[config.mk]
export PLATFORM = sky130hd
export DESIGN_NAME = apc_top
export DESIGN_NICKNAME = d
export VERILOG_FILES = /design/src/common/apc_pkg.sv /design/src/logic/apc_sync.sv /design/src/logic/apc_port.sv /design/src/logic/apc_top.sv
export SDC_FILE = /design/constraint.sdc
export NUM_CORES = 1
export LEC_CHECK = 0
export BUFFER_PORTS_ARGS = -buffer_cell sky130_fd_sc_hd__buf_2
export CAP_MARGIN = 10
export CORE_UTILIZATION = 40
export DETAILED_ROUTE_END_ITERATION = 12
export HOLD_SLACK_MARGIN = 0.08
export PLACE_DENSITY_LB_ADDON = 0.2
export SKIP_CTS_REPAIR_TIMING = 1
export SLEW_MARGIN = 10
export SYNTH_ARGS = -nofsm -noshare
export SYNTH_HDL_FRONTEND = slang
export SYNTH_SLANG_ARGS = --single-unit
[constraint.sdc]
create_clock -name clk -period 3.52 [get_ports clk]
set_clock_uncertainty 0.15 [all_clocks]
set_input_delay 0.528 -clock clk [delete_from_list [all_inputs] [get_ports clk]]
set_output_delay 0.528 -clock clk [all_outputs]
set_load 0.03 [all_outputs]
[src/common/apc_pkg.sv]
// Package for the converter port and coincidence logic.
// Assumes a 25 MHz system clock and an Avalon-MM register master.
package apc_pkg;

  // ==========================================================
  // Clocking and timing
  localparam int CLK_HZ         = 25000000;
  localparam int TICK_HZ        = 10000000;
  localparam int LIVE_PERIOD_US = 1000;
  localparam int LIVE_CYCLES    = (CLK_HZ / 1000000) * LIVE_PERIOD_US;
  localparam int DEAD_LEAD_NS   = 200;
  // Extra drive cycles so the synchronised data lines show the result
  localparam logic [1:0] DRIVE_SETTLE = 2'h2;

  // ==========================================================
  // Register word offsets (byte address = 4 * index)
  localparam logic [3:0] REG_MODE    = 4'h0;
  localparam logic [3:0] REG_POL     = 4'h1;
  localparam logic [3:0] REG_WINDOW  = 4'h2;
  localparam logic [3:0] REG_TIMEOUT = 4'h3;
  localparam logic [3:0] REG_STATUS  = 4'h4;
  localparam logic [3:0] REG_STREAM  = 4'h5;

  // ==========================================================
  // Polarity register field positions (4 bits each, one per port)
  localparam int POL_READY  = 0;
  localparam int POL_ACCEPT = 4;
  localparam int POL_DEAD   = 8;
  localparam int POL_CONV   = 12;
  localparam int POL_DRIVE  = 16;
  localparam int POL_EDGE   = 20;

  // Mode register: bits 3:0 coincidence per port, 7:4 window starters,
  // bit 8 arm
  localparam int MODE_COINC = 0;
  localparam int MODE_START = 4;
  localparam int MODE_ARM   = 8;

  localparam logic [31:0] RST_POL     = 32'h0000_0000;
  localparam logic [31:0] RST_WINDOW  = 32'h0000_0019;
  localparam logic [31:0] RST_TIMEOUT = 32'h0000_00fa;

  // ==========================================================
  // Stream word header codes (bits 31:28)
  localparam logic [3:0] HDR_SYNC   = 4'hf;
  localparam logic [3:0] HDR_SINGLE = 4'h1;
  localparam logic [3:0] HDR_COINC  = 4'h2;
  localparam logic [3:0] HDR_LIVE   = 4'h3;
  localparam logic [3:0] HDR_DATA   = 4'h4;
  localparam logic [27:0] SYNC_WORD = 28'hfff_ffff;

  typedef enum {
    APC_HS_IDLE,
    APC_HS_DRIVE,
    APC_HS_LATCH,
    APC_HS_ACCEPT
  } apc_hs_state_t;

  typedef enum {
    APC_CO_IDLE,
    APC_CO_WINDOW,
    APC_CO_WAIT,
    APC_CO_SEND
  } apc_co_state_t;

endpackage

[src/logic/apc_sync.sv]
// Two flip-flop synchroniser for a bus of pin levels.
// Assumes inputs asynchronous to clk.
`timescale 1ns/1ps
module apc_sync #(
  parameter int W = 1
) (
  input  wire logic         clk,
  input  wire logic         rst_b,
  input  wire logic [W-1:0] d,
  output logic      [W-1:0] q
);
  typedef struct packed {
    logic [W-1:0] s1;
    logic [W-1:0] s2;
  } apc_sync_st_t;

  apc_sync_st_t st;
  apc_sync_st_t next_st;

  always_comb begin
    next_st.s1 = d;
    next_st.s2 = st.s1;
  end

  always_ff @(posedge clk or negedge rst_b) begin
    if (!rst_b) begin
      st <= '0;
    end else begin
      st <= next_st;
    end
  end

  assign q = st.s2;
endmodule // apc_sync

[src/logic/apc_port.sv]
// One converter port: handshake, result register and busy flag.
// Assumes ready synchronised by the caller and levels already
// normalised to active high.
`timescale 1ns/1ps
module apc_port (
  input  wire logic        clk,
  input  wire logic        rst_b,
  input  wire logic        ready,
  input  wire logic [15:0] raw_data,
  input  wire logic        coinc,
  input  wire logic        window_open,
  input  wire logic        take,
  input  wire logic        arm,
  output logic             accept,
  output logic             drive,
  output logic             conv_en,
  output logic             busy,
  output logic      [15:0] result
);
  typedef struct packed {
    apc_pkg::apc_hs_state_t hs;
    logic [1:0]             settle;
    logic                   busy;
    logic                   hold;
    logic [15:0]            result;
  } apc_port_st_t;

  apc_port_st_t st;
  apc_port_st_t next_st;

  always_comb begin
    next_st = st;
    // Collector read frees the register, but a latch in the
    // same cycle still sees busy set and its result is dropped
    if (take) begin
      next_st.busy = 1'b0;
      next_st.hold = 1'b0;
    end
    case (st.hs)
      apc_pkg::APC_HS_IDLE: begin
        // In coincidence mode data outside a window is not taken
        if (ready && (!coinc || window_open)) begin
          next_st.hs     = apc_pkg::APC_HS_DRIVE;
          next_st.settle = 2'h0;
        end
      end
      apc_pkg::APC_HS_DRIVE: begin
        // Driver settle plus the two data synchroniser stages
        if (st.settle == apc_pkg::DRIVE_SETTLE) begin
          next_st.hs = apc_pkg::APC_HS_LATCH;
        end else begin
          next_st.settle = st.settle + 2'h1;
        end
      end
      apc_pkg::APC_HS_LATCH: begin
        if (!st.busy) begin
          next_st.result = ~raw_data;
          next_st.busy   = 1'b1;
          next_st.hold   = coinc;
        end
        next_st.hs = apc_pkg::APC_HS_ACCEPT;
      end
      apc_pkg::APC_HS_ACCEPT: begin
        if (!ready) begin
          next_st.hs = apc_pkg::APC_HS_IDLE;
        end
      end
      default: next_st.hs = apc_pkg::APC_HS_IDLE;
    endcase
  end

  always_ff @(posedge clk or negedge rst_b) begin
    if (!rst_b) begin
      st <= '{hs: apc_pkg::APC_HS_IDLE, settle: 2'h0, busy: 1'b0,
              hold: 1'b0, result: 16'h0000};
    end else begin
      st <= next_st;
    end
  end

  assign accept  = (st.hs == apc_pkg::APC_HS_ACCEPT);
  assign drive   = (st.hs == apc_pkg::APC_HS_DRIVE) ||
                   (st.hs == apc_pkg::APC_HS_LATCH);
  assign conv_en = arm && !st.hold;
  assign busy    = st.busy;
  assign result  = st.result;
endmodule // apc_port

[src/logic/apc_top.sv]
// Four converter ports with single and coincidence collection,
// live-time sampling and a listmode word stream read over Avalon-MM.
// Assumes all converter pins asynchronous to the 25 MHz clk.
//
// Design decisions made here: the placing of the registers and the Avalon-MM slave port.
`timescale 1ns/1ps
module apc_top #(
  parameter int NPORT       = 4,
  parameter int LIVE_CYCLES = apc_pkg::LIVE_CYCLES
) (
  input  wire logic             clk,
  input  wire logic             rst_b,
  input  wire logic [3:0]       avs_address,
  input  wire logic             avs_read,
  input  wire logic             avs_write,
  input  wire logic [31:0]      avs_writedata,
  input  wire logic [3:0]       avs_byteenable,
  output logic      [31:0]      avs_readdata,
  output logic                  avs_waitrequest,
  input  wire logic [16*4-1:0]  conv_result_lines,
  input  wire logic [3:0]       adc_data_ready,
  input  wire logic [3:0]       dead_time,
  output logic      [3:0]       data_accepted,
  output logic      [3:0]       convert_enable,
  output logic      [3:0]       output_drive_enable
);

  if (NPORT != 4) begin : g_bad_nport
    $error("apc_top supports exactly four ports");
  end
  if (LIVE_CYCLES < 2) begin : g_bad_live
    $error("LIVE_CYCLES too small");
  end

  // ==========================================================
  // Pin synchronisers
  logic [3:0] ready_raw;
  logic [3:0] dead_raw;
  logic [63:0] lines_q;

  apc_sync #(.W(8)) u_sync (
    .clk   (clk),
    .rst_b (rst_b),
    .d     ({dead_time, adc_data_ready}),
    .q     ({dead_raw, ready_raw})
  );

  // Data lines too; the port stretches drive to cover both stages
  apc_sync #(.W(64)) u_data_sync (
    .clk   (clk),
    .rst_b (rst_b),
    .d     (conv_result_lines),
    .q     (lines_q)
  );

  // ==========================================================
  // State
  typedef struct packed {
    logic [31:0]            mode;
    logic [31:0]            pol;
    logic [15:0]            window;
    logic [15:0]            timeout;
    logic [3:0]             dead_q;
    apc_pkg::apc_co_state_t co;
    logic [15:0]            cnt;
    logic [3:0]             seen;
    logic [3:0]             take;
    logic [31:0]            live_cnt;
    logic                   live_due;
    logic [3:0]             live_img;
    logic [2:0]             send_idx;
    logic                   send_coinc;
    logic [3:0]             send_set;
    logic [63:0]            send_data;
    logic [31:0]            out_word;
    logic                   out_valid;
    logic                   rdack;
    logic [31:0]            rdata;
    logic [3:0]             acc_o;
    logic [3:0]             conv_o;
    logic [3:0]             drv_o;
  } apc_top_st_t;

  apc_top_st_t st;
  apc_top_st_t next_st;

  // ==========================================================
  // Ports
  logic [3:0]  ready_n;
  logic [3:0]  dead_n;
  logic [3:0]  p_acc;
  logic [3:0]  p_drv;
  logic [3:0]  p_conv;
  logic [3:0]  p_busy;
  logic [63:0] p_res;
  logic        win_open;

  // Normalise pin polarity once so the ports work active high
  assign ready_n  = ready_raw ^ st.pol[apc_pkg::POL_READY +: 4];
  assign dead_n   = dead_raw ^ st.pol[apc_pkg::POL_DEAD +: 4];
  assign win_open = (st.co == apc_pkg::APC_CO_WINDOW);

  genvar g;
  generate
    for (g = 0; g < 4; g++) begin : g_port
      apc_port u_port (
        .clk         (clk),
        .rst_b       (rst_b),
        .ready       (ready_n[g]),
        .raw_data    (lines_q[16*g +: 16]),
        .coinc       (st.mode[apc_pkg::MODE_COINC + g]),
        .window_open (win_open),
        .take        (st.take[g]),
        .arm         (st.mode[apc_pkg::MODE_ARM]),
        .accept      (p_acc[g]),
        .drive       (p_drv[g]),
        .conv_en     (p_conv[g]),
        .busy        (p_busy[g]),
        .result      (p_res[16*g +: 16])
      );
    end
  endgenerate

  // ==========================================================
  // Helpers
  function automatic logic [31:0] apc_merge(input logic [31:0] old,
                                            input logic [31:0] wd,
                                            input logic [3:0]  be);
    logic [31:0] r;
    r = old;
    for (int i = 0; i < 4; i++) begin
      if (be[i]) r[8*i +: 8] = wd[8*i +: 8];
    end
    return r;
  endfunction

  function automatic logic [31:0] apc_word(input logic [3:0]  hdr,
                                           input logic [27:0] body);
    return {hdr, body};
  endfunction

  logic [3:0] edges;
  logic [3:0] coinc_ports;
  logic [3:0] single_ready;
  logic [3:0] pend;
  logic [1:0] sel;

  always_comb begin
    coinc_ports = st.mode[apc_pkg::MODE_COINC +: 4];
    // Rising edge in the normalised sense; the edge select flips it
    edges = (dead_n & ~st.dead_q) ^
            (st.pol[apc_pkg::POL_EDGE +: 4] & (dead_n ^ st.dead_q));
    single_ready = p_busy & ~coinc_ports;
    pend = st.send_set;
    sel  = 2'd0;
    for (int i = 3; i >= 0; i--) begin
      if (pend[i]) sel = 2'(i);
    end
  end

  // ==========================================================
  // Next state
  always_comb begin
    next_st      = st;
    next_st.take = 4'h0;
    next_st.rdack = 1'b0;
    next_st.dead_q = dead_n;
    next_st.acc_o  = p_acc ^ st.pol[apc_pkg::POL_ACCEPT +: 4];
    next_st.conv_o = p_conv ^ st.pol[apc_pkg::POL_CONV +: 4];
    next_st.drv_o  = p_drv ^ st.pol[apc_pkg::POL_DRIVE +: 4];

    // Live-time tick; a due image waits if the stream is busy
    if (st.live_cnt >= 32'(LIVE_CYCLES - 1)) begin
      next_st.live_cnt = 32'h0;
      next_st.live_due = 1'b1;
      next_st.live_img = ~dead_n;
    end else begin
      next_st.live_cnt = st.live_cnt + 32'h1;
    end

    // Register bus: one wait cycle, answer on the next edge
    if (avs_write && !st.rdack) begin
      next_st.rdack = 1'b1;
      if (avs_address == apc_pkg::REG_MODE) begin
        next_st.mode = apc_merge(st.mode, avs_writedata, avs_byteenable);
      end else if (avs_address == apc_pkg::REG_POL) begin
        next_st.pol = apc_merge(st.pol, avs_writedata, avs_byteenable);
      end else if (avs_address == apc_pkg::REG_WINDOW) begin
        next_st.window = 16'(apc_merge({16'h0, st.window}, avs_writedata,
                                       avs_byteenable));
      end else if (avs_address == apc_pkg::REG_TIMEOUT) begin
        next_st.timeout = 16'(apc_merge({16'h0, st.timeout}, avs_writedata,
                                        avs_byteenable));
      end
    end else if (avs_read && !st.rdack) begin
      next_st.rdack = 1'b1;
      next_st.rdata = 32'h0;
      if (avs_address == apc_pkg::REG_MODE) begin
        next_st.rdata = st.mode;
      end else if (avs_address == apc_pkg::REG_POL) begin
        next_st.rdata = st.pol;
      end else if (avs_address == apc_pkg::REG_WINDOW) begin
        next_st.rdata = {16'h0, st.window};
      end else if (avs_address == apc_pkg::REG_TIMEOUT) begin
        next_st.rdata = {16'h0, st.timeout};
      end else if (avs_address == apc_pkg::REG_STATUS) begin
        next_st.rdata = {20'h0, st.seen, p_busy, 1'b0, st.out_valid,
                         2'(st.co)};
      end else if (avs_address == apc_pkg::REG_STREAM) begin
        next_st.rdata = st.out_valid ? st.out_word : 32'h0;
        next_st.out_valid = 1'b0;
      end
    end

    // Coincidence and stream sequencer
    case (st.co)
      apc_pkg::APC_CO_IDLE: begin
        // A word waiting in the stream must not swallow an event edge
        if (|(edges & coinc_ports & st.mode[apc_pkg::MODE_START +: 4]))
        begin
          next_st.co   = apc_pkg::APC_CO_WINDOW;
          next_st.seen = edges & coinc_ports;
          next_st.cnt  = 16'h0;
        end else if (!next_st.out_valid && st.live_due) begin
          next_st.live_due  = 1'b0;
          next_st.out_word  = apc_word(apc_pkg::HDR_LIVE,
                                       {24'h0, st.live_img});
          next_st.out_valid = 1'b1;
        end else if (!next_st.out_valid && |single_ready) begin
          // Everything ready now leaves as one block
          next_st.send_set   = single_ready;
          next_st.send_data  = p_res;
          next_st.take       = single_ready;
          next_st.send_coinc = 1'b0;
          next_st.send_idx   = 3'd0;
          next_st.co         = apc_pkg::APC_CO_SEND;
        end
      end
      apc_pkg::APC_CO_WINDOW: begin
        next_st.seen = st.seen | (edges & coinc_ports);
        if (st.cnt >= st.window) begin
          next_st.co  = apc_pkg::APC_CO_WAIT;
          next_st.cnt = 16'h0;
        end else begin
          next_st.cnt = st.cnt + 16'h1;
        end
      end
      apc_pkg::APC_CO_WAIT: begin
        if (((p_busy & st.seen) == st.seen) ||
            (st.cnt >= st.timeout)) begin
          next_st.send_set   = st.seen;
          next_st.take       = st.seen;
          next_st.send_coinc = 1'b1;
          next_st.send_idx   = 3'd0;
          for (int i = 0; i < 4; i++) begin
            next_st.send_data[16*i +: 16] =
              p_busy[i] ? p_res[16*i +: 16] : 16'h0000;
          end
          next_st.co = apc_pkg::APC_CO_SEND;
        end else begin
          next_st.cnt = st.cnt + 16'h1;
        end
      end
      apc_pkg::APC_CO_SEND: begin
        // Block: sync word, header, then one word per port in the set
        if (!next_st.out_valid) begin
          next_st.out_valid = 1'b1;
          if (st.send_idx == 3'd0) begin
            next_st.out_word = apc_word(apc_pkg::HDR_SYNC,
                                        apc_pkg::SYNC_WORD);
            next_st.send_idx = 3'd1;
          end else if (st.send_idx == 3'd1) begin
            next_st.out_word = apc_word(st.send_coinc ? apc_pkg::HDR_COINC
                                        : apc_pkg::HDR_SINGLE,
                                        {24'h0, st.send_set});
            next_st.send_idx = 3'd2;
          end else begin
            next_st.out_word = apc_word(apc_pkg::HDR_DATA,
                                        {10'h0, sel,
                                         st.send_data[16*sel +: 16]});
            next_st.send_set = pend & ~(4'h1 << sel);
            if ((pend & ~(4'h1 << sel)) == 4'h0) begin
              next_st.co   = apc_pkg::APC_CO_IDLE;
              next_st.seen = 4'h0;
            end
          end
        end
      end
      default: next_st.co = apc_pkg::APC_CO_IDLE;
    endcase
  end

  always_ff @(posedge clk or negedge rst_b) begin
    if (!rst_b) begin
      st         <= '0;
      st.co      <= apc_pkg::APC_CO_IDLE;
      st.pol     <= apc_pkg::RST_POL;
      st.window  <= apc_pkg::RST_WINDOW[15:0];
      st.timeout <= apc_pkg::RST_TIMEOUT[15:0];
    end else begin
      st <= next_st;
    end
  end

  // ==========================================================
  // Outputs
  assign avs_readdata        = st.rdata;
  assign avs_waitrequest     = !st.rdack;
  assign data_accepted       = st.acc_o;
  assign convert_enable      = st.conv_o;
  assign output_drive_enable = st.drv_o;
endmodule // apc_top

==> results of run 1 <==
==> sequential cells by signal, indices dropped and copies added, names as in the netlist <==
register,flops
st,250
g_port.u_port.result,64
u_data_sync.next_st,64
u_data_sync.q,64
avs_readdata,32
g_port.u_port.st,20
u_sync.next_st,8
u_sync.q,8
coinc_ports,4
convert_enable,4
data_accepted,4
g_port.u_port.busy,4
output_drive_enable,4
pend,4
==> final timing paths <==
kind | startpoint | to | slack (ns) | cells past startpoint
max | st[289]$_DFFE_PN0P_ | st[92]$_DFFE_PN0P_ | 0.24 | 10
min | avs_writedata[4] | st[251]$_DFFE_PN1P_ | 0.09 | 3
max reg2reg | st[289]$_DFFE_PN0P_ | st[92]$_DFFE_PN0P_ | 0.24 | 10
min reg2reg | u_data_sync.next_st[18]$_DFF_PN0_ | u_data_sync.q[18]$_DFF_PN0_ | 0.18 | 0
max in group asynchronous | rst_b | u_data_sync.next_st[32]$_DFF_PN0_ | 1.86 | 4
min in group asynchronous | rst_b | u_sync.next_st[0]$_DFF_PN0_ | 0.28 | 2
==> per-stage QoR <==
| stage | hold slack [ns] | total power, mW | setup slack (ns) |
|---|---|---|---|
| after global placement | 0.1836 | 14.00 | 0.3265 |
| after CTS | -0.2858 | 20.60 | 0.2267 |
| after floorplan | 0.08241 | 12.39 | 0.7328 |
| after detailed placement | 0.1847 | 14.18 | 0.2412 |
| after global routing | 0.09439 | 21.73 | 0.01233 |
| final | 0.09042 | 20.45 | 0.2411 |
==> logic make-up after synthesis <==
kind of cell / after synthesis / share of synthesized area
adder cells (fa/ha/maj): 66 / 0.03692
other: 1 / 0.0001682
flip-flops: 534 / 0.5997
AND/OR/NAND/NOR: 500 / 0.1003
AO/OA/AOI/OAI: 404 / 0.1194
multiplexers: 158 / 0.07574
buffers and inverters: 262 / 0.05437
XOR/XNOR: 34 / 0.01335
==> layout by cell type, fill, tap and decap left out, types with 19 or more instances in the layout <==
cell type / synthesis / routed
sky130_fd_sc_hd__dlygate4sd3_1: 0 / 102
sky130_fd_sc_hd__a21oi_1: 59 / 59
sky130_fd_sc_hd__nor2_1: 75 / 75
sky130_fd_sc_hd__ha_1: 65 / 65
sky130_fd_sc_hd__nand2_1: 284 / 282
sky130_fd_sc_hd__inv_1: 140 / 140
sky130_fd_sc_hd__clkbuf_16: 0 / 57
sky130_fd_sc_hd__buf_2: 3 / 159
sky130_fd_sc_hd__xor2_1: 23 / 23
sky130_fd_sc_hd__buf_4: 46 / 37
sky130_fd_sc_hd__dfrtp_1: 525 / 525
sky130_fd_sc_hd__nand3_1: 22 / 22
sky130_fd_sc_hd__o2111ai_1: 19 / 19
sky130_fd_sc_hd__mux2i_1: 72 / 72
sky130_fd_sc_hd__o21ai_0: 171 / 171
sky130_fd_sc_hd__mux2_2: 86 / 86
sky130_fd_sc_hd__nand2b_1: 22 / 22
sky130_fd_sc_hd__a22o_1: 35 / 35
==> critical path: cells and delay by family, from the launching register on <==
| kind | cells | cell delay, ns |
|---|---|---|
| xor gates and xnor gates | 2 | 0.40 |
| muxes | 1 | 0.13 |
| DFF | 1 | 0.41 |
| and+or+nand+nor | 3 | 0.87 |
| adders and majority gates | 1 | 0.27 |
| buffers and inverters | 1 | 0.29 |
| AOI/OAI and AO/OA | 2 | 0.59 |
==> power by group <==
group,leakage (nW),switching [mW],internal (mW),total [mW]
clock,0.989,2.54,3.78,6.32
sequential,6.66,1.05,7.53,8.58
combinational,5.27,3.29,2.26,5.55
==> layer usage <==
layer	wire, µm	track usage
met3	2729	0.03216
met4	1525	0.06274
met1	24290	0.2641
met5	0	0
met2	26580	0.3225
==> layout make-up <==
cell class	instances	share of cell area
tap	748	0.03475
clock buffer	77	0.06058
inverter	140	0.01951
multi-input combinational	1179	0.2894
timing repair buffer	307	0.08427
clock inverter	29	0.01491
sequential	534	0.4966
==> flow_summary.html, run 1 <==
<table>
<tr><th>Metric</th><th>Value</th></tr>
<tr><th colspan="2">Run status</th></tr>
<tr><td>Run status</td><td>finished clean</td></tr>
<tr><th colspan="2">Timing</th></tr>
<tr><td>Slew of the pin with the lowest slew margin</td><td>1.163 ns</td></tr>
<tr><td>Final TNS setup</td><td>0 ns</td></tr>
<tr><td>Final count of pins violating max slew</td><td>0</td></tr>
<tr><td>Final hold vios</td><td>0</td></tr>
<tr><td>RSZ-0062 raised after global routing</td><td>false</td></tr>
<tr><td>Fraction of the cycle the final worst path needs</td><td>0.9315</td></tr>
<tr><td>Final-report setup violation count</td><td>0</td></tr>
<tr><td>Final critical delay including setup and external delays</td><td>3.279 ns</td></tr>
<tr><td>Peak Freq</td><td>a little over 0.3 GHz</td></tr>
<tr><td>Tightest slew margin relative to the limit</td><td>0.2227</td></tr>
<tr><th colspan="2">Yosys</th></tr>
<tr><td>Area share of the leading cell type in the synthesized netlist</td><td>0.5891</td></tr>
<tr><td>Most area-consuming cells after synthesis</td><td>sky130_fd_sc_hd__dfrtp_1, sky130_fd_sc_hd__nand2_1, sky130_fd_sc_hd__mux2_2</td></tr>
<tr><td>Leading cell type by number of instances after synthesis</td><td>sky130_fd_sc_hd__dfrtp_1</td></tr>
<tr><td>Post-Synthesis Cells</td><td>roughly 2000</td></tr>
<tr><td>Mapped Avg Cell Area</td><td>11.38 µm²</td></tr>
<tr><td>Post-synth EDFFs</td><td>0</td></tr>
<tr><td>Leading register cell type out of synthesis</td><td>sky130_fd_sc_hd__dfrtp_1</td></tr>
<tr><td>Synth warnings</td><td>0</td></tr>
<tr><td>Library cell with the largest summed area after synthesis</td><td>sky130_fd_sc_hd__dfrtp_1</td></tr>
<tr><td>Share of synthesized area occupied by flip-flops and latches</td><td>0.5997</td></tr>
<tr><td>Share of flip-flops with an asynchronous set or reset</td><td>1.000</td></tr>
<tr><td>Most instantiated cells after synthesis</td><td>sky130_fd_sc_hd__dfrtp_1, sky130_fd_sc_hd__nand2_1, sky130_fd_sc_hd__o21ai_0, sky130_fd_sc_hd__inv_1, sky130_fd_sc_hd__mux2_2</td></tr>
<tr><td>Mapped cell area</td><td>22300 µm²</td></tr>
<tr><td>Cell variety after synth</td><td>75</td></tr>
<tr><td>Register bit count reported by yosys</td><td>534</td></tr>
<tr><th colspan="2">Floorplanning</th></tr>
<tr><td>Core Area</td><td>55090 µm²</td></tr>
<tr><td>Total Die Area</td><td>about 57000 µm²</td></tr>
<tr><td>Die Wd</td><td>238.1 µm</td></tr>
<tr><td>Initial Util</td><td>0.4048</td></tr>
<tr><td>Floorplan row count</td><td>86</td></tr>
<tr><td>Number of I/O pins</td><td>161</td></tr>
<tr><td>Y dimension of the die</td><td>238.1 µm</td></tr>
<tr><th colspan="2">Worst setup path</th></tr>
<tr><td>Largest stage delay, worst path</td><td>0.48 ns</td></tr>
<tr><td>Biggest fanout along the worst timing path</td><td>27</td></tr>
<tr><td>WS Path Type</td><td>flip-flop to flip-flop</td></tr>
<tr><td>Arr. time, crit path</td><td>about 3.6 ns</td></tr>
<tr><td>CP max-delay cell</td><td>sky130_fd_sc_hd__and2_1</td></tr>
<tr><td>Endpoint kind of the worst setup timing path</td><td>flip-flop</td></tr>
<tr><td>CP Cell Sequence</td><td>xor2_1 &gt; ha_1 &gt; nand2b_1 &gt; xnor2_1 &gt; a32oi_1 &gt; and2_1 &gt; a41o_1 &gt; nand2_4 &gt; buf_12 &gt; mux2i_1</td></tr>
<tr><td>Required time reported for the critical path endpoint</td><td>between 3 and 4 ns</td></tr>
<tr><td>Startpoint type of the worst setup path</td><td>flip-flop</td></tr>
<tr><th colspan="2">Route</th></tr>
<tr><td>Detailed-route vias per instance</td><td>5.030</td></tr>
<tr><td>1st-pass router iterations</td><td>6</td></tr>
<tr><td>Per-cell routed wire length</td><td>18.29 µm</td></tr>
<tr><td>Wire length after detailed routing</td><td>55.13 mm</td></tr>
<tr><td>Via count</td><td>15161</td></tr>
<tr><td>Antenna Nets Post-Route</td><td>0</td></tr>
<tr><td>Iter 0 DRT Violations</td><td>1088</td></tr>
<tr><td># DRC</td><td>0</td></tr>
<tr><th colspan="2">Clock tree</th></tr>
<tr><td>CTS tree</td><td>built</td></tr>
<tr><td>CTS clk-pin slew, worst paths</td><td>0.06 ns</td></tr>
<tr><td>Cell at the root of the clock tree</td><td>sky130_fd_sc_hd__clkbuf_16</td></tr>
<tr><td>CTS buffer count</td><td>57</td></tr>
<tr><td>Clock latency of the later-clocked register in the worst-skew pair</td><td>0.63 ns</td></tr>
<tr><td>Buffer levels on the longest clock path</td><td>3</td></tr>
<tr><td>H-tree depth</td><td>2</td></tr>
<tr><td>Sink Count</td><td>534</td></tr>
<tr><th colspan="2">Global route</th></tr>
<tr><td>Overall fraction of global-route tracks in use</td><td>0.1958</td></tr>
<tr><td>Overflow left after global routing</td><td>0</td></tr>
<tr><td>Wire length of the first global-routing pass</td><td>86.02 mm</td></tr>
<tr><td>Largest net degree at the start of global routing</td><td>109</td></tr>
<tr><td>Initial antenna violation count</td><td>0</td></tr>
<tr><td>Via count of the first global-routing pass</td><td>14933</td></tr>
<tr><th colspan="2">Place</th></tr>
<tr><td>Routability Congestion</td><td>0.8990</td></tr>
<tr><td>Placed standard-cell area</td><td>approximately 24000 µm²</td></tr>
<tr><td>Placed Instances</td><td>around 2800</td></tr>
<tr><td>Post-DP HPWL</td><td>~39 mm</td></tr>
<tr><td>Number of input and output port buffers inserted</td><td>160</td></tr>
<tr><th colspan="2">Power and ir drop</th></tr>
<tr><td>Maximum vdd drop</td><td>between 0.0003 and 0.0004 V</td></tr>
<tr><td>Static Leak</td><td>12.92 nW</td></tr>
<tr><td>Ratio of total power to cell area</td><td>759.3 nW/µm²</td></tr>
<tr><th colspan="2">Layout</th></tr>
<tr><td>Fraction of layout instances using a drive strength above 1</td><td>0.1845</td></tr>
<tr><td>Layout Cell Area excl Fill</td><td>between 20000 and 30000 µm²</td></tr>
<tr><td>Finished Layout Cells</td><td>3014</td></tr>
<tr><td>Post-layout util</td><td>0.4889</td></tr>
<tr><td>NumNets Final</td><td>2400</td></tr>
<tr><td># fillers</td><td>between 5000 and 6000</td></tr>
<tr><td>Register area</td><td>13370 µm²</td></tr>
<tr><td>Area growth from synthesis to layout</td><td>20.78%</td></tr>
<tr><td>Number of inserted diodes</td><td>0</td></tr>
<tr><td>Total area of multi-input combinational cells</td><td>slightly below 8000 µm²</td></tr>
<tr><th colspan="2">Min path</th></tr>
<tr><td>Class of the worst hold path</td><td>input pin to flip-flop</td></tr>
<tr><th colspan="2">Run</th></tr>
<tr><td>Number of max-cap violations</td><td>0</td></tr>
</table>
Note: power is estimated with default switching activity, not from simulation.
==> inputs of run 2 (changes only) <==
Settings changed: ABC_AREA set to 1.
==> run 2 against run 1 <==
First-iteration DRC count grew 5.1%; sequential power decreased by 0.8%; combinational power is 18% higher; design area rose by 1.1%; setup slack better by 0.14 ns; sequential cell count stayed put; non-clock buffer count down 3; critical endpoint is now st[196]$_DFFE_PN0P_.
==> flow_summary.html, run 2 <==
<table>
<tr><th>Metric</th><th>Value</th></tr>
<tr><th colspan="2">Worst setup path</th></tr>
<tr><td>Arr. time, crit path</td><td>3.49 ns</td></tr>
<tr><td>Most used cell, CP</td><td>sky130_fd_sc_hd__nand2_1</td></tr>
<tr><td>Endpoint kind of the worst setup timing path</td><td>flip-flop</td></tr>
<tr><td>Delay-heaviest family, CP</td><td>compound AO/OA/AOI/OAI gates</td></tr>
<tr><td>WS Path Type</td><td>flip-flop to flip-flop</td></tr>
<tr><td>CP max-delay cell</td><td>sky130_fd_sc_hd__a21oi_2</td></tr>
<tr><td>Biggest fanout along the worst timing path</td><td>17</td></tr>
<tr><td>Origin of the worst setup path</td><td>st[287]$_DFFE_PN0P_</td></tr>
<tr><td>Required time reported for the critical path endpoint</td><td>3.87 ns</td></tr>
<tr><td>Largest stage delay, worst path</td><td>between 0.6 and 0.7 ns</td></tr>
<tr><td>Origin of the critical flop-to-flop path</td><td>st[287]$_DFFE_PN0P_</td></tr>
<tr><td>Buf/Inv on CP</td><td>2</td></tr>
<tr><td>Startpoint type of the worst setup path</td><td>flip-flop</td></tr>
<tr><td>CP Cell Sequence</td><td>xnor2_1 &gt; inv_1 &gt; ha_1 &gt; o21bai_1 &gt; nand4_1 &gt; nand2_1 &gt; nor2_4 &gt; nand2_1 &gt; nand2_1 &gt; a21oi_2 &gt; inv_2 &gt; nand2_1 &gt; nand2_1</td></tr>
<tr><th colspan="2">Layout</th></tr>
<tr><td>Largest register by flop count</td><td>st</td></tr>
<tr><td>Number of inserted diodes</td><td>0</td></tr>
<tr><td>Post-layout util</td><td>0.4914</td></tr>
<tr><td>Most common library cell in the layout ignoring fill and taps</td><td>sky130_fd_sc_hd__nand2_1</td></tr>
<tr><td>Area growth from synthesis to layout</td><td>20.55%</td></tr>
<tr><td>Most used cells in the layout excluding fill and tap cells</td><td>sky130_fd_sc_hd__nand2_1, sky130_fd_sc_hd__dfrtp_1, sky130_fd_sc_hd__inv_1</td></tr>
<tr><td>Flip-flop count of the largest register, all copies and words added</td><td>250</td></tr>
<tr><td>NumNets Final</td><td>2857</td></tr>
<tr><td>Fraction of layout instances using a drive strength above 1</td><td>0.1260</td></tr>
<tr><th colspan="2">Timing</th></tr>
<tr><td>Final-report setup violation count</td><td>0</td></tr>
<tr><td>Slew of the pin with the lowest slew margin</td><td>1.108 ns</td></tr>
<tr><td>Final TNS setup</td><td>0 ns</td></tr>
<tr><td>Fraction of the cycle the final worst path needs</td><td>0.8927</td></tr>
<tr><td>Final count of pins violating max slew</td><td>0</td></tr>
<tr><td>Setup slack after layout</td><td>0.3778 ns</td></tr>
<tr><td>RSZ-0062 raised after global routing</td><td>false</td></tr>
<tr><td>Tightest slew margin relative to the limit</td><td>0.2595</td></tr>
<tr><td>Peak Freq</td><td>0.3182 GHz</td></tr>
<tr><td>Final critical delay including setup and external delays</td><td>3.142 ns</td></tr>
<tr><td>Final hold vios</td><td>0</td></tr>
<tr><th colspan="2">Yosys</th></tr>
<tr><td>Leading register cell type out of synthesis</td><td>sky130_fd_sc_hd__dfrtp_1</td></tr>
<tr><td>Post-Synthesis Cells</td><td>2432</td></tr>
<tr><td>Most area-consuming cells after synthesis</td><td>sky130_fd_sc_hd__dfrtp_1, sky130_fd_sc_hd__nand2_1, sky130_fd_sc_hd__o21ai_0</td></tr>
<tr><td>Register bit count reported by yosys</td><td>between 500 and 600</td></tr>
<tr><td>Library cell with the largest summed area after synthesis</td><td>sky130_fd_sc_hd__dfrtp_1</td></tr>
<tr><td>Mapped Avg Cell Area</td><td>roughly 9.3 µm²</td></tr>
<tr><td>Synth warnings</td><td>0</td></tr>
<tr><td>Most instantiated cells after synthesis</td><td>sky130_fd_sc_hd__nand2_1, sky130_fd_sc_hd__dfrtp_1, sky130_fd_sc_hd__inv_1, sky130_fd_sc_hd__o21ai_0, sky130_fd_sc_hd__nor2_1</td></tr>
<tr><td>Share of synthesized area occupied by flip-flops and latches</td><td>0.5921</td></tr>
<tr><td>Mapped cell area</td><td>roughly 23000 µm²</td></tr>
<tr><td>Area share of the leading cell type in the synthesized netlist</td><td>0.5817</td></tr>
<tr><td>Cell variety after synth</td><td>between 40 and 50</td></tr>
<tr><td>Leading cell type by number of instances after synthesis</td><td>sky130_fd_sc_hd__nand2_1</td></tr>
<tr><td>Share of flip-flops with an asynchronous set or reset</td><td>1.000</td></tr>
<tr><td>Post-synth EDFFs</td><td>0</td></tr>
<tr><th colspan="2">Floorplanning</th></tr>
<tr><td>Initial Util</td><td>0.4076</td></tr>
<tr><td>Y dimension of the die</td><td>239.6 µm</td></tr>
<tr><td>Die Wd</td><td>239.6 µm</td></tr>
<tr><td>Number of I/O pins</td><td>161</td></tr>
<tr><td>Floorplan row count</td><td>86</td></tr>
<tr><td>Core Area</td><td>around 55000 µm²</td></tr>
<tr><td>Total Die Area</td><td>57420 µm²</td></tr>
<tr><th colspan="2">Clock tree</th></tr>
<tr><td>H-tree depth</td><td>2</td></tr>
<tr><td>CTS clk-pin slew, worst paths</td><td>0.06 ns</td></tr>
<tr><td>Clock latency of the later-clocked register in the worst-skew pair</td><td>between 0.6 and 0.7 ns</td></tr>
<tr><td>CTS buffer count</td><td>56</td></tr>
<tr><td>Sink Count</td><td>between 500 and 600</td></tr>
<tr><td>Cell at the root of the clock tree</td><td>sky130_fd_sc_hd__clkbuf_16</td></tr>
<tr><td>Buffer levels on the longest clock path</td><td>3</td></tr>
<tr><td>CTS tree</td><td>built</td></tr>
<tr><th colspan="2">Route</th></tr>
<tr><td>Iter 0 DRT Violations</td><td>1143</td></tr>
<tr><td># DRC</td><td>0</td></tr>
<tr><td>Via count</td><td>approximately 17000</td></tr>
<tr><td>1st-pass router iterations</td><td>5</td></tr>
<tr><td>Wire length after detailed routing</td><td>a little under 60 mm</td></tr>
<tr><td>Detailed-route vias per instance</td><td>slightly below 5</td></tr>
<tr><td>Antenna Nets Post-Route</td><td>0</td></tr>
<tr><td>Per-cell routed wire length</td><td>17.06 µm</td></tr>
<tr><th colspan="2">Min path</th></tr>
<tr><td>Class of the worst hold path</td><td>input pin to flip-flop</td></tr>
<tr><td>Worst Min Path Start</td><td>avs_writedata[4]</td></tr>
<tr><th colspan="2">Global route</th></tr>
<tr><td>Peak-usage layer in the global routing report</td><td>met2</td></tr>
<tr><td>Largest net degree at the start of global routing</td><td>91</td></tr>
<tr><td>Wire length of the first global-routing pass</td><td>just over 90 mm</td></tr>
<tr><td>Via count of the first global-routing pass</td><td>16597</td></tr>
<tr><td>Initial antenna violation count</td><td>0</td></tr>
<tr><td>Met3 demand-to-capacity share in global routing</td><td>0.03227</td></tr>
<tr><td>Overflow left after global routing</td><td>0</td></tr>
<tr><td>Met1 Track Usage GR</td><td>0.2752</td></tr>
<tr><td>Met2 capacity usage during global routing</td><td>0.3419</td></tr>
<tr><td>Overall fraction of global-route tracks in use</td><td>0.2080</td></tr>
<tr><th colspan="2">Place</th></tr>
<tr><td>Worst slack at placement</td><td>~0.41 ns</td></tr>
<tr><td>Number of input and output port buffers inserted</td><td>160</td></tr>
<tr><td>Routability Congestion</td><td>0.8920</td></tr>
<tr><td>Post-DP HPWL</td><td>41.99 mm</td></tr>
<tr><th colspan="2">Power and ir drop</th></tr>
<tr><td>Maximum vdd drop</td><td>roughly 0.00055 V</td></tr>
<tr><td>Static Leak</td><td>13.54 nW</td></tr>
<tr><td>Ratio of total power to cell area</td><td>between 800 and 900 nW/µm²</td></tr>
<tr><td>Final Total Pwr</td><td>21.84 mW</td></tr>
<tr><th colspan="2">Run status</th></tr>
<tr><td>Run status</td><td>finished clean</td></tr>
<tr><th colspan="2">Run</th></tr>
<tr><td>Number of max-cap violations</td><td>0</td></tr>
</table>
run 2: cell types whose count changed in the layout (fill, tap and decap cells not counted), moves of 69 or more:
| cell | previous run | this run |
|---|---|---|
| sky130_fd_sc_hd__nand2_1 | 282 | 711 |
| sky130_fd_sc_hd__mux2_2 | 86 | 9 |
| sky130_fd_sc_hd__nand3_1 | 22 | 117 |
| sky130_fd_sc_hd__mux2i_1 | 72 | 0 |
| sky130_fd_sc_hd__nand4_1 | 7 | 76 |
| sky130_fd_sc_hd__inv_1 | 140 | 219 |
run 2: stage by stage:
stage,instances,cell area [µm²],hold slack (ns)
final,3471,27230,0.08366
after global routing,3471,27230,0.08040
after floorplan,2448,22650,0.08241
after detailed placement,3263,24040,0.1847
after global placement,3263,24040,0.1838
after CTS,3368,26200,-0.2439
run 2: final timing paths:
path	end	slack, ns	depth (start not counted)
setup / recovery	st[196]$_DFFE_PN0P_	0.38	13
hold / removal	st[267]$_DFFE_PN1P_	0.08	3
setup reg to reg	st[196]$_DFFE_PN0P_	0.38	13
hold reg to reg	u_data_sync.q[56]$_DFF_PN0_	0.20	0
max in group asynchronous	u_data_sync.q[61]$_DFF_PN0_	1.96	3
min in group asynchronous	st[200]$_DFFE_PN0P_	0.32	2
run 2: logic make-up after synthesis:
group / count (synthesis) / share of synthesized area
muxes: 9 / 0.004487
adders and majority gates: 65 / 0.03601
and+or+nand+nor: 1074 / 0.1981
buffers and inverters: 367 / 0.07207
other: 1 / 0.0001660
xor gates and xnor gates: 29 / 0.01125
DFF: 534 / 0.5921
AOI/OAI and AO/OA: 353 / 0.08581
run 2: final cells by class:
type / instances / area [µm²]
repair buffers: 304 / 2225
fillers: 5161 / 28190
clock buffers: 75 / 1594
well taps: 748 / 935.9
multi-input cells: 1547 / 7659
inverters: 233 / 874.6
clock inverters: 30 / 566.8
flip-flops and latches: 534 / 13370
run 2: tightest hold or removal path, stage by stage:
cell                      delay [ns]
sky130_fd_sc_hd__buf_2          0.10
sky130_fd_sc_hd__inv_1          0.13
sky130_fd_sc_hd__o21ai_1        0.09
run 2: where the power goes:
group / internal [mW] / total [mW] / switching [mW]
Combinational: 1.97 / 6.54 / 4.57
Sequential: 7.53 / 8.51 / 0.979
Clock: 4.29 / 6.80 / 2.51
run 2: layer usage:
metal	vias up	wire, µm
met5	-	0
met1	8250	25820
li1	8307	-
met2	489	27940
met3	106	3353
met4	0	2103
